### config.mk
export PLATFORM = sky130hd
export DESIGN_NAME = brc_top
export DESIGN_NICKNAME = d
export VERILOG_FILES = /design/src/hdl/brc_pkg.sv /design/src/hdl/brc_sync2.sv /design/src/hdl/brc_top.sv
export SDC_FILE = /design/constraint.sdc
export NUM_CORES = 1
export LEC_CHECK = 0
export BUFFER_PORTS_ARGS = -buffer_cell sky130_fd_sc_hd__buf_2
export CAP_MARGIN = 20
export CORE_MARGIN = 10
export CORE_UTILIZATION = 54
export DETAILED_ROUTE_END_ITERATION = 10
export PLACE_DENSITY = 0.85
export SYNTH_ARGS = -nofsm -noshare
export SYNTH_HDL_FRONTEND = slang
export SYNTH_SLANG_ARGS = --single-unit
### constraint.sdc
create_clock -name pclk -period 2.62 [get_ports pclk]
set_input_delay 0.262 -clock pclk [delete_from_list [all_inputs] [get_ports pclk]]
set_output_delay 0.262 -clock pclk [all_outputs]
set_load 0.02 [all_outputs]
### src/hdl/brc_pkg.sv
// Constants, encodings and state codes for the brown-out and reset sequencer.
// Assumes a 25 MHz pclk; times are converted to cycles here for the top module to use.
package brc_pkg;
  // Register byte offsets on the APB bus.
  localparam logic [7:0] BRC_CFG_OFS  = 8'h00;
  localparam logic [7:0] BRC_CTRL_OFS = 8'h04;
  localparam logic [7:0] BRC_STAT_OFS = 8'h08;
  // Configuration register fields.
  localparam int BRC_CFG_MODE_LSB  = 0;
  localparam int BRC_CFG_LEVEL_LSB = 2;
  localparam int BRC_CFG_POWER_UP_DELAY_TIMER_LSB  = 4;
  // Control and status register fields.
  localparam int BRC_CTRL_SWEN_BIT   = 0;
  localparam int BRC_STAT_RDY_BIT    = 0;
  localparam int BRC_STAT_FLAGN_BIT  = 1;
  localparam int BRC_STAT_RUN_BIT    = 2;
  localparam int BRC_STAT_RSTN_BIT   = 3;
  localparam int BRC_STAT_BELOW_BIT  = 4;
  // Reset values.
  localparam logic [1:0] BRC_MODE_RST  = 2'h3;
  localparam logic [1:0] BRC_LEVEL_RST = 2'h0;
  localparam logic [1:0] BRC_POWER_UP_DELAY_TIMER_RST  = 2'h3;
  localparam logic       BRC_SWEN_RST  = 1'b1;
  // Brown-out operating modes.
  localparam logic [1:0] BRC_MODE_OFF     = 2'h0;
  localparam logic [1:0] BRC_MODE_SW      = 2'h1;
  localparam logic [1:0] BRC_MODE_NOSLEEP = 2'h2;
  localparam logic [1:0] BRC_MODE_ON      = 2'h3;
  localparam logic [1:0] BRC_POWER_UP_DELAY_TIMER_OFF     = 2'h0;
  // Timing.
  localparam int BRC_CLK_NS    = 40;
  localparam int BRC_POWER_UP_DELAY_TIMER_MS   = 64;
  localparam int BRC_POWER_UP_DELAY_TIMER_CYC  = BRC_POWER_UP_DELAY_TIMER_MS * 1000000 / BRC_CLK_NS;
  localparam int BRC_FILT_NS   = 1000;
  localparam int BRC_FILT_CYC  = (BRC_FILT_NS + BRC_CLK_NS - 1) / BRC_CLK_NS;
  localparam int BRC_FILT_W    = 8;
  localparam int BRC_START_CYC = 10;
  localparam int BRC_NUM_LEVELS = 4;

  typedef enum logic [6:0] {
    BRC_ST_HOLD  = 7'h01,
    BRC_ST_POWER_UP_DELAY_TIMER  = 7'h02,
    BRC_ST_CLR   = 7'h04,
    BRC_ST_START = 7'h08,
    BRC_ST_RUN   = 7'h10,
    BRC_ST_SLEEP = 7'h20,
    BRC_ST_WAKE  = 7'h40
  } brc_state_t;
endpackage : brc_pkg

### src/hdl/brc_sync2.sv
// Two-stage synchroniser for a vector of asynchronous levels.
// Assumes each bit is an independent level; no bus coherency is implied.
`timescale 1ns/1ns
module brc_sync2 #(
  parameter int W = 1
) (
  // Clock and reset.
  input  wire logic         pclk,
  input  wire logic         presetn,
  // Levels.
  input  wire logic [W-1:0] d,
  output logic      [W-1:0] q
);
  typedef struct packed {
    logic [W-1:0] s1;
    logic [W-1:0] s2;
  } brc_sync_t;

  brc_sync_t r;
  brc_sync_t r_nxt;

  always_comb begin
    r_nxt    = r;
    r_nxt.s1 = d;
    r_nxt.s2 = r.s1;
  end

  always_ff @(posedge pclk or negedge presetn) begin
    if (!presetn) begin
      r <= '0;
    end else begin
      r <= r_nxt;
    end
  end

  assign q = r.s2;
endmodule : brc_sync2

### src/hdl/brc_top.sv
// Reset source aggregation, brown-out mode control and start-up sequencing.
// Assumes synchronous digital inputs, asynchronous analog detector levels.
// Function
// RULE1: Any of power-on, brown-out, clear pin, watchdog, instruction, stack, programming resets.
// RULE2: Enabled power-up timer lengthens reset after power-on or brown-out.
// RULE3: Hold reset while supply is below power-on level.
// RULE4: Programming mode exit behaves exactly like a fresh power-on.
// RULE5: Level select picks trip level; reset held while supply is below it.
// RULE6: Only dips longer than the filter time reset and clear the cause flag.
// RULE7: Mode 11 keeps detector on; start-up waits for ready and good supply.
// RULE8: Mode 11 protects in sleep; wake-up does not wait on detector.
// RULE9: Mode 10 detector sleeps with core; wake-up waits ready and good supply.
// RULE10: Mode 01 detector follows the software enable bit.
// RULE11: Mode 01 start-up is not gated by readiness or supply.
// RULE12: Protection acts once detector ready; readiness readable as status bit.
// RULE13: Mode 01 sleep does not change the software-selected protection.
// RULE14: Mode 00 disables detection, ignores enable writes, starts immediately.
// RULE15: Mode 11 ready flag reads one before first instruction.
// RULE16: Power-up delay inserted only when delay select is not 00.
// RULE17: Power-up timer up to 64 ms, starts on release, holds reset.
// RULE18: Execution starts 10 cycles after delay done and clear pin released.
// RULE19: Analog detector outputs are synchronised before use.
//
// The implementer's own choices: the register addresses and register access over APB.
`timescale 1ns/1ns
module brc_top
  import brc_pkg::*;
#(
  parameter int POWER_UP_DELAY_TIMER_CYC = brc_pkg::BRC_POWER_UP_DELAY_TIMER_CYC,
  parameter int NLVL     = brc_pkg::BRC_NUM_LEVELS
) (
  // Clock and reset.
  input  wire logic            pclk,
  input  wire logic            presetn,
  // APB slave.
  input  wire logic            psel,
  input  wire logic            penable,
  input  wire logic            pwrite,
  input  wire logic [7:0]      paddr,
  input  wire logic [31:0]     pwdata,
  output logic      [31:0]     prdata,
  output logic                 pready,
  output logic                 pslverr,
  // Analog detectors, asynchronous.
  input  wire logic            por_ok_a,
  input  wire logic [NLVL-1:0] bor_below_a,
  input  wire logic            bor_rdy_a,
  // Reset sources and core status.
  input  wire logic            ext_clear_pin_n,
  input  wire logic            ext_clear_en,
  input  wire logic            wdt_timeout,
  input  wire logic            reset_instr,
  input  wire logic            stack_ovf,
  input  wire logic            stack_unf,
  input  wire logic            prog_mode,
  input  wire logic            sleep_mode,
  input  wire logic            wake_req,
  // Core controls.
  output logic                 cpu_reset_n,
  output logic                 cpu_run,
  output logic                 bor_det_en
);
  import brc_pkg::*;

  localparam int PW = $clog2(POWER_UP_DELAY_TIMER_CYC + 1);
  localparam int LW = (NLVL > 1) ? $clog2(NLVL) : 1;

  typedef struct packed {
    brc_state_t            st;
    logic [PW-1:0]         cnt;
    logic [BRC_FILT_W-1:0] filt;
    logic [1:0]            mode;
    logic [1:0]            lvl;
    logic [1:0]            powerup_delay_sel;
    logic                  sw_en;
    logic                  flag_n;
    logic [31:0]           prdata;
    logic                  pready;
    logic                  pslverr;
    logic                  rst_n;
    logic                  run;
    logic                  det_en;
  } brc_top_regs_t;

  brc_top_regs_t r;
  brc_top_regs_t r_nxt;

  logic            por_s;
  logic            rdy_s;
  logic [NLVL-1:0] bel_s;
  logic            below;
  logic            prot;
  logic            por_hold;
  logic            bor_hold;
  logic            other;
  logic            gate_ok;

  brc_sync2 #(.W(1)) u_sync_por (.pclk(pclk), .presetn(presetn), .d(por_ok_a), .q(por_s)); // RULE19
  brc_sync2 #(.W(1)) u_sync_rdy (.pclk(pclk), .presetn(presetn), .d(bor_rdy_a), .q(rdy_s)); // RULE19
  brc_sync2 #(.W(NLVL)) u_sync_bel (
    .pclk    (pclk),
    .presetn (presetn),
    .d       (bor_below_a),
    .q       (bel_s)
  ); // RULE19

  assign below    = bel_s[r.lvl[LW-1:0]]; // RULE5
  assign prot     = r.det_en & rdy_s; // RULE12
  assign por_hold = ~por_s | prog_mode; // RULE3 RULE4
  assign bor_hold = prot & below & (r.filt == BRC_FILT_W'(BRC_FILT_CYC)); // RULE5 RULE6
  assign other    = (ext_clear_en & ~ext_clear_pin_n) | wdt_timeout | reset_instr
                  | stack_ovf | stack_unf; // RULE1
  always_comb begin
    case (r.mode)
      BRC_MODE_ON, BRC_MODE_NOSLEEP: gate_ok = rdy_s & ~below; // RULE7 RULE15
      default:                       gate_ok = 1'b1; // RULE11 RULE14
    endcase
  end

  always_comb begin
    r_nxt         = r;
    r_nxt.pready  = 1'b0;
    r_nxt.pslverr = 1'b0;
    // One wait state: the answer is prepared in the first access cycle.
    if (psel && penable && !r.pready) begin
      r_nxt.pready  = 1'b1;
      r_nxt.prdata  = 32'h0;
      case (paddr)
        BRC_CFG_OFS: begin
          r_nxt.prdata[BRC_CFG_MODE_LSB +: 2]  = r.mode;
          r_nxt.prdata[BRC_CFG_LEVEL_LSB +: 2] = r.lvl;
          r_nxt.prdata[BRC_CFG_POWER_UP_DELAY_TIMER_LSB +: 2]  = r.powerup_delay_sel;
        end
        BRC_CTRL_OFS: r_nxt.prdata[BRC_CTRL_SWEN_BIT] = r.sw_en;
        BRC_STAT_OFS: begin
          r_nxt.prdata[BRC_STAT_RDY_BIT]   = rdy_s; // RULE12
          r_nxt.prdata[BRC_STAT_FLAGN_BIT] = r.flag_n;
          r_nxt.prdata[BRC_STAT_RUN_BIT]   = r.run;
          r_nxt.prdata[BRC_STAT_RSTN_BIT]  = r.rst_n;
          r_nxt.prdata[BRC_STAT_BELOW_BIT] = below;
        end
        default: r_nxt.pslverr = 1'b1;
      endcase
    end
    if (psel && penable && r.pready && pwrite) begin
      case (paddr)
        BRC_CFG_OFS: begin
          r_nxt.mode  = pwdata[BRC_CFG_MODE_LSB +: 2];
          r_nxt.lvl   = pwdata[BRC_CFG_LEVEL_LSB +: 2];
          r_nxt.powerup_delay_sel = pwdata[BRC_CFG_POWER_UP_DELAY_TIMER_LSB +: 2];
        end
        BRC_CTRL_OFS: begin
          if (r.mode != BRC_MODE_OFF) begin
            r_nxt.sw_en = pwdata[BRC_CTRL_SWEN_BIT]; // RULE14
          end
        end
        BRC_STAT_OFS: begin
          if (pwdata[BRC_STAT_FLAGN_BIT]) begin
            r_nxt.flag_n = 1'b1;
          end
        end
        default: ;
      endcase
    end

    // Detector power follows the mode; sleep only matters in mode 10.
    case (r.mode)
      BRC_MODE_ON:      r_nxt.det_en = 1'b1; // RULE7 RULE8
      BRC_MODE_NOSLEEP: r_nxt.det_en = (r.st != BRC_ST_SLEEP); // RULE9
      BRC_MODE_SW:      r_nxt.det_en = r.sw_en; // RULE10 RULE13
      default:          r_nxt.det_en = 1'b0; // RULE14
    endcase

    // Dip filter: counts consecutive cycles of a protected low supply.
    if (prot && below) begin
      if (r.filt != BRC_FILT_W'(BRC_FILT_CYC)) begin
        r_nxt.filt = r.filt + BRC_FILT_W'(1); // RULE6
      end
    end else begin
      r_nxt.filt = '0;
    end

    if (por_hold) begin
      r_nxt.st = BRC_ST_HOLD; // RULE3 RULE4
    end else if (bor_hold) begin
      r_nxt.st     = BRC_ST_HOLD; // RULE5
      r_nxt.flag_n = 1'b0; // RULE6
    end else if (other && r.st != BRC_ST_HOLD && r.st != BRC_ST_POWER_UP_DELAY_TIMER) begin
      r_nxt.st = BRC_ST_CLR; // RULE1
    end else begin
      case (r.st)
        BRC_ST_HOLD: begin
          case (r.powerup_delay_sel)
            BRC_POWER_UP_DELAY_TIMER_OFF: r_nxt.st = BRC_ST_CLR; // RULE16
            2'h1: r_nxt.cnt = PW'(POWER_UP_DELAY_TIMER_CYC >> 4);
            2'h2: r_nxt.cnt = PW'(POWER_UP_DELAY_TIMER_CYC >> 2);
            default: r_nxt.cnt = PW'(POWER_UP_DELAY_TIMER_CYC); // RULE17
          endcase
          if (r.powerup_delay_sel != BRC_POWER_UP_DELAY_TIMER_OFF) begin
            r_nxt.st = BRC_ST_POWER_UP_DELAY_TIMER; // RULE2 RULE16
          end
        end
        BRC_ST_POWER_UP_DELAY_TIMER: begin
          r_nxt.cnt = r.cnt - PW'(1); // RULE17
          if (r.cnt <= PW'(1)) begin
            r_nxt.st = BRC_ST_CLR;
          end
        end
        BRC_ST_CLR: begin
          if (!other && gate_ok) begin
            r_nxt.st  = BRC_ST_START; // RULE7 RULE11
            r_nxt.cnt = PW'(BRC_START_CYC); // RULE18
          end
        end
        BRC_ST_START: begin
          r_nxt.cnt = r.cnt - PW'(1);
          if (r.cnt <= PW'(1)) begin
            r_nxt.st = BRC_ST_RUN; // RULE18
          end
        end
        BRC_ST_RUN: begin
          if (sleep_mode) begin
            r_nxt.st = BRC_ST_SLEEP;
          end
        end
        BRC_ST_SLEEP: begin
          if (wake_req) begin
            r_nxt.st = (r.mode == BRC_MODE_NOSLEEP) ? BRC_ST_WAKE : BRC_ST_RUN; // RULE8 RULE9
          end
        end
        BRC_ST_WAKE: begin
          if (rdy_s && !below) begin
            r_nxt.st = BRC_ST_RUN; // RULE9
          end
        end
        default: r_nxt.st = BRC_ST_HOLD;
      endcase
    end
    r_nxt.rst_n = (r_nxt.st == BRC_ST_RUN) || (r_nxt.st == BRC_ST_SLEEP)
               || (r_nxt.st == BRC_ST_WAKE); // RULE1
    r_nxt.run   = (r_nxt.st == BRC_ST_RUN);
  end

  always_ff @(posedge pclk or negedge presetn) begin
    if (!presetn) begin
      r        <= '0;
      r.st     <= BRC_ST_HOLD;
      r.mode   <= BRC_MODE_RST;
      r.lvl    <= BRC_LEVEL_RST;
      r.powerup_delay_sel  <= BRC_POWER_UP_DELAY_TIMER_RST;
      r.sw_en  <= BRC_SWEN_RST;
      r.flag_n <= 1'b1;
    end else begin
      r <= r_nxt;
    end
  end

  assign prdata      = r.prdata;
  assign pready      = r.pready;
  assign pslverr     = r.pslverr;
  assign cpu_reset_n = r.rst_n;
  assign cpu_run     = r.run;
  assign bor_det_en  = r.det_en;
endmodule : brc_top

# Word-level counts from Yosys, hierarchy flattened
# Cells that the tools add are included.
[word_totals]
in_bits = 60
output_inout_bits = 37
regBits = 67
[classes]
add_sub_neg = 2
mux = 31
n_bitwise = 16
n_reduce_logical = 25
n_lt_le_gt_ge = 2
n_eq_ne = 25
[op_table]
columns = ["operator", "n"]
rows = [
  ["$pmux W21 S3", 2],
  ["$mux W7", 11],
  ["$pmux W7 S7", 1],
  ["$mux W28", 1],
  ["$le A21 B1 Y1 const B", 1],
  ["$sub A21 B1 Y21 const B", 1],
  ["$mux W8", 2],
  ["$eq A7 B5 Y1 const B", 2],
  ["$eq A7 B6 Y1 const B", 2],
  ["$eq A7 B7 Y1 const B", 2],
  ["$logic_and A1 B1 Y1", 9],
  ["$mux W1", 9],
  ["$add A8 B1 Y8 const B", 1],
  ["$eq A8 B3 Y1 const B", 1],
  ["$eq A8 B4 Y1 const B", 1],
  ["$eq A8 B5 Y1 const B", 1],
  ["$logic_not A8 Y1", 1],
  ["$ne A8 B5 Y1 const B", 1],
  ["$pmux W4 S2", 1],
  ["$eq A7 B1 Y1 const B", 1],
  ["$eq A7 B2 Y1 const B", 1],
  ["$eq A7 B3 Y1 const B", 1],
  ["$eq A7 B4 Y1 const B", 1],
  ["$ne A7 B1 Y1 const B", 1],
  ["other kinds (23)", 46],
]

# Longest topological paths before layout
[logic_depth]
depth_word = 16
ltp_mapped = 9
ltp_nobuf = 7

# Cells and area by module
# Synthesis repeated with hierarchy kept, for this count alone.
[unflattened]
cells_unflattened = 423
area_unflattened_um2 = 3883.7
[modules_own_cells]
columns = ["module", "n_inst", "area_per_inst_um2", "seq_area_each_um2", "cells_each"]
rows = [
  ["brc_top", 1, 3553.4, 1385.1, 407],
  ["brc_sync2 at u_sync_bel", 1, 230.2, 200.2, 12],
  ["brc_sync2 at u_sync_por ...", 2, 50.0, 50.0, 2],
]

# Least setup slack after synthesis
# OpenSTA, ideal clock, no wires.
[synth_path]
path_type = "register to register"
start = "register r[39] in the netlist's numbering"
end = "register r[55] in the netlist's numbering"
required_time_ns = 2.479
setup_time_ns = 0.141
setup_slack_ns = 0.312
path_buffers = 2
stages_incl_launch_ff = 10
arrival_ns = 2.167
cell_sequence = "dfstp_2 inv_1 ha_1 nor3b_2 o311ai_1 a221o_1 buf_2 buf_2 o41ai_1 o41ai_2"
[synth_via]
elab_chain_cells = 3
[synth_rtl]
columns = ["element", "line_no", "source"]
rows = [
  ["start, declared", "brc_top.sv:85", "brc_top_regs_t r;"],
  ["start signal, assigned", "brc_top.sv:254", "r <= r_nxt;"],
  ["$logic_not A2 Y1", "brc_top.sv:193", "case (r.powerup_delay_sel)"],
  ["$ne A2 B2 Y1 (no line)", "--", ""],
  ["$reduce_and A6 Y1 (no line)", "--", ""],
]
# Every way passes these cells.
# A chain may end at the register's enable or synchronous reset.

# Worst setup path in the final report
[layout_path]
start = "register r[39] in the netlist's numbering"
end = "register r[53] in the netlist's numbering"
# The elaborated chain is that of the path after synthesis.

==> impl_metrics.tcl <==
set metrics [dict create \
    route.detailed.wl_per_inst_um 17.0 \
    synth_top_cells_by_count "sky130_fd_sc_hd__dfrtp_1 (60), sky130_fd_sc_hd__a21oi_1 (36), sky130_fd_sc_hd__buf_4 (33)" \
    routed_wirelength_um 9940 \
    critical_path_class "flip-flop to flip-flop" \
    syn_area_per_cell_um2 9.46 \
    setup-tns-final_ns 0 \
    post_synth_instance_area_um2 4100 \
    clk_latency_ns 0.35 \
    postCtsSetupBuffers 0 \
    seq_area_um2 1690 \
    grt_antenna_before_repair 0 \
    ir_drop_mv 0.360 \
    antennaDiodeCount 0 \
    hold_path.class "primary input to flip-flop" \
    min_from "bor_below_a[0]" \
    cts_buffer_depth 2 \
    route.detailed.drc 0 \
    cp_data_arrival_time_ns 2.71 \
    swShare_pct 31.2 \
    status "complete, no violations" \
    fillerInstances 585 \
    netlist.area_leader.share_pct 36.7 \
    detail-route-antenna-nets 0 \
    start_util_pct 55.9 \
    timing.final.crit_period_ns 2.48 \
    crit_fanout 21 \
    synth_area_leader_cell "sky130_fd_sc_hd__dfrtp_1" \
    cp_required_ns 2.85 \
    grt_first_pass_wirelength_um 16300 \
    min_path_cells 1 \
    dpl.hpwl_um 7380 \
    synth.yosys.seq_area_share_pct 41.1 \
    cts_root_buf "sky130_fd_sc_hd__clkbuf_8" \
    async_flop_share_pct 100 \
    power_per_cell_area_nw_per_um2 545 \
    overflow 0 \
    die_area_um2 11500 \
    critPathLaunch "r[39]" \
    setup_violations 0 \
    reg2reg_slack_ns 0.14 \
    numClockSinks 67 \
    rr_startpoint "r[39]" \
    fin_worst_skew_ns 0.00742 \
    share_comb_of_total_power_pct 18.2 \
    power.net_switching_w 0.000780 \
    hold_violations 0 \
    fraction_of_final_layout_cells_sized_beyond_drive_strength_1_pct 23.8 \
    core_area_um2 7330 \
    initialDrtViolationCount 272 \
    worst-r2r-cell-count 7 \
    layout.nets 550 \
    htree_num_levels 3 \
    number_of_flops_mapped_to_enable_cells_by_yosys 0 \
    power.share.clock_pct 36.2 \
    routed_vias 3467 \
    floorplan.die.width_um 107 \
    crit_path_end_kind "flip-flop" \
    ys_top_cells_by_area "sky130_fd_sc_hd__dfrtp_1 (37%), sky130_fd_sc_hd__buf_4 (6.0%), sky130_fd_sc_hd__dfstp_2 (4.5%), sky130_fd_sc_hd__o41ai_1 (4.5%), sky130_fd_sc_hd__a21oi_1 (4.4%)" \
    max_cap_viol_count 0 \
    finalHoldWorstSlack_ns 0.00810 \
    synthToLayoutAreaGrowth_pct 11.9 \
    finalCritPeriodShare_pct 94.6 \
    buffer_ports.inserted 44 \
    ys.warnings.count 0 \
    dieHeight_um 107 \
    intPower_w 0.00172 \
    synth_cells 433 \
    multi_input_comb_area_um2 2090 \
    achievable-frequency_mhz 404 \
    whs_endpoint "u_sync_bel.r[4]" \
    routabilityCongestion 0.900 \
    top_level_ports 97 \
    grt_pass1_vias 3409 \
    worstMarginPinSlew_ns 0.643 \
    cts_tree "built" \
    dominantRegCellSynth "sky130_fd_sc_hd__dfrtp_1" \
    globalRouteTotalUtil_pct 17.2 \
    viasPerCell 5.92 \
    cell_with_the_most_instances_after_synthesis "sky130_fd_sc_hd__dfrtp_1" \
    synth.ff_latch_count 67 \
    numCtsBuffers 9 \
    fp-row-count 31 \
    seq_power_share_pct 45.7 \
    p_leak_nw 2.05 \
    reg2reg_to "r[53]" \
    synth_cell_types 70 \
    grt_setup_unrepaired "yes" \
    final_max_slew_viol_count 0 \
    pin_count_of_the_biggest_net_entering_global_routing 49 \
    cts.reportedPaths.clkPinSlew_ns 0.08 \
    slew-limit-headroom_pct 57.0 \
    drtPass1Iterations 5 \
    startpoint_type "flip-flop" \
]
[layout by cell type, fill, tap and decap left out, types with 3 or more instances in the layout]
cell type / count
sky130_fd_sc_hd__inv_1: 17
sky130_fd_sc_hd__nand3b_1: 4
sky130_fd_sc_hd__nor2_1: 32
sky130_fd_sc_hd__conb_1: 26
sky130_fd_sc_hd__nor4_2: 3
sky130_fd_sc_hd__and3_1: 4
sky130_fd_sc_hd__nor3_1: 14
sky130_fd_sc_hd__o41ai_2: 5
sky130_fd_sc_hd__xnor2_1: 3
sky130_fd_sc_hd__o21ai_0: 17
sky130_fd_sc_hd__nand3_1: 8
sky130_fd_sc_hd__a31oi_1: 8
sky130_fd_sc_hd__nand2_1: 22
sky130_fd_sc_hd__dlygate4sd3_1: 5
sky130_fd_sc_hd__nor2b_1: 9
sky130_fd_sc_hd__o22ai_1: 3
sky130_fd_sc_hd__or3_1: 5
sky130_fd_sc_hd__ha_1: 8
sky130_fd_sc_hd__nor4_1: 5
sky130_fd_sc_hd__buf_4: 16
sky130_fd_sc_hd__dfstp_2: 7
sky130_fd_sc_hd__nand2b_1: 7
sky130_fd_sc_hd__o21ai_1: 14
sky130_fd_sc_hd__clkbuf_8: 10
sky130_fd_sc_hd__a21oi_1: 36
sky130_fd_sc_hd__xor2_1: 4
sky130_fd_sc_hd__and2_1: 4
sky130_fd_sc_hd__o41ai_1: 20
sky130_fd_sc_hd__buf_2: 44
sky130_fd_sc_hd__dfrtp_1: 60
sky130_fd_sc_hd__a22oi_1: 4
sky130_fd_sc_hd__mux2_2: 8
[per-layer routing]
| metal | part of all wire (%) | up-vias | routed length, um | global-route usage, % |
|---|---|---|---|---|
| met3 | 6.2 | 27 | 616 | 3.77 |
| li1 | - | 1637 | - | - |
| met4 | 2.5 | 0 | 253 | 8.03 |
| met1 | 41 | 1669 | 4060 | 20.9 |
| met5 | 0 | - | 0 | 0 |
| met2 | 50 | 134 | 5000 | 28.6 |
[state kept, by name (all words and copies together) (netlist names), 4 cells and up]
| signal | flops |
|---|---|
| prdata | 6 |
| r | 44 |
| u_sync_bel.q | 4 |
| u_sync_bel.r | 4 |
[repair_timing]
action	in CTS	in global routing
resized for setup	0	1
endpoints found under the hold margin	18	4
hold buffers	1	4
setup endpoints to repair	0	2
[critical path, cell delays in order, from the launching register on]
cell and delay [ns]:
sky130_fd_sc_hd__dfstp_2 0.57, sky130_fd_sc_hd__inv_1 0.08, sky130_fd_sc_hd__ha_1 0.24, sky130_fd_sc_hd__nor3b_2 0.20
sky130_fd_sc_hd__o311ai_1 0.10, sky130_fd_sc_hd__a221o_1 0.34, sky130_fd_sc_hd__or3_4 0.48, sky130_fd_sc_hd__mux2_1 0.35
[power by group through the flow]
stage | logic, W | clock network, W | registers (W)
detailed placement | 0.000439 | 0 | 0.00116
global route | 0.000500 | 0.000965 | 0.00115
global placement | 0.000422 | 0 | 0.00115
floorplan | 0.000339 | 0 | 0.00114
finish | 0.000454 | 0.000904 | 0.00114
CTS | 0.000443 | 0.000912 | 0.00114
[area by class of cell]
cell class	count	area share [%]
clock buffer	10	3.00
clock inverter	6	1.58
inverter	17	1.39
multi-input combinational	321	45.6
sequential	67	36.8
tap	99	2.70
timing repair buffer	66	8.95
[logic make-up (layout without fill, tap and decap cells)]
logic type / count (synthesis) / after routing / synth area share [%]
buffers and inverters: 70 / 99 / 10.3
and+or+nand+nor: 138 / 138 / 19.2
xor gates and xnor gates: 7 / 7 / 1.50
other: 1 / 26 / 0.0915
DFF: 67 / 67 / 41.1
AOI/OAI and AO/OA: 130 / 130 / 21.7
adders and majority gates: 8 / 8 / 2.44
muxes: 12 / 12 / 3.63
[stage by stage]
stage          area, um2  std cells  util [%]  setup slack, ns  total power, W
2_1_floorplan       4190        458         -            0.312         0.00148
3_3_place_gp        4320        565      58.9            0.228         0.00158
3_5_place_dp        4320        565      58.9            0.164         0.00160
4_1_cts             4540        582      61.9            0.136         0.00250
5_1_grt             4580        586      62.5         -0.00111         0.00261
6_report            4580        586      62.5            0.142         0.00250
[worst max path at each step]
stage                 end  slack [ns]  cells past startpoint
floorplan           r[55]        0.31                      9
global placement    r[53]        0.23                      7
detailed placement  r[53]        0.16                      7
CTS                 r[53]        0.14                      7
global route        r[57]      -0.001                      7
finish              r[53]        0.14                      7
(Power assumes the default switching activity.)
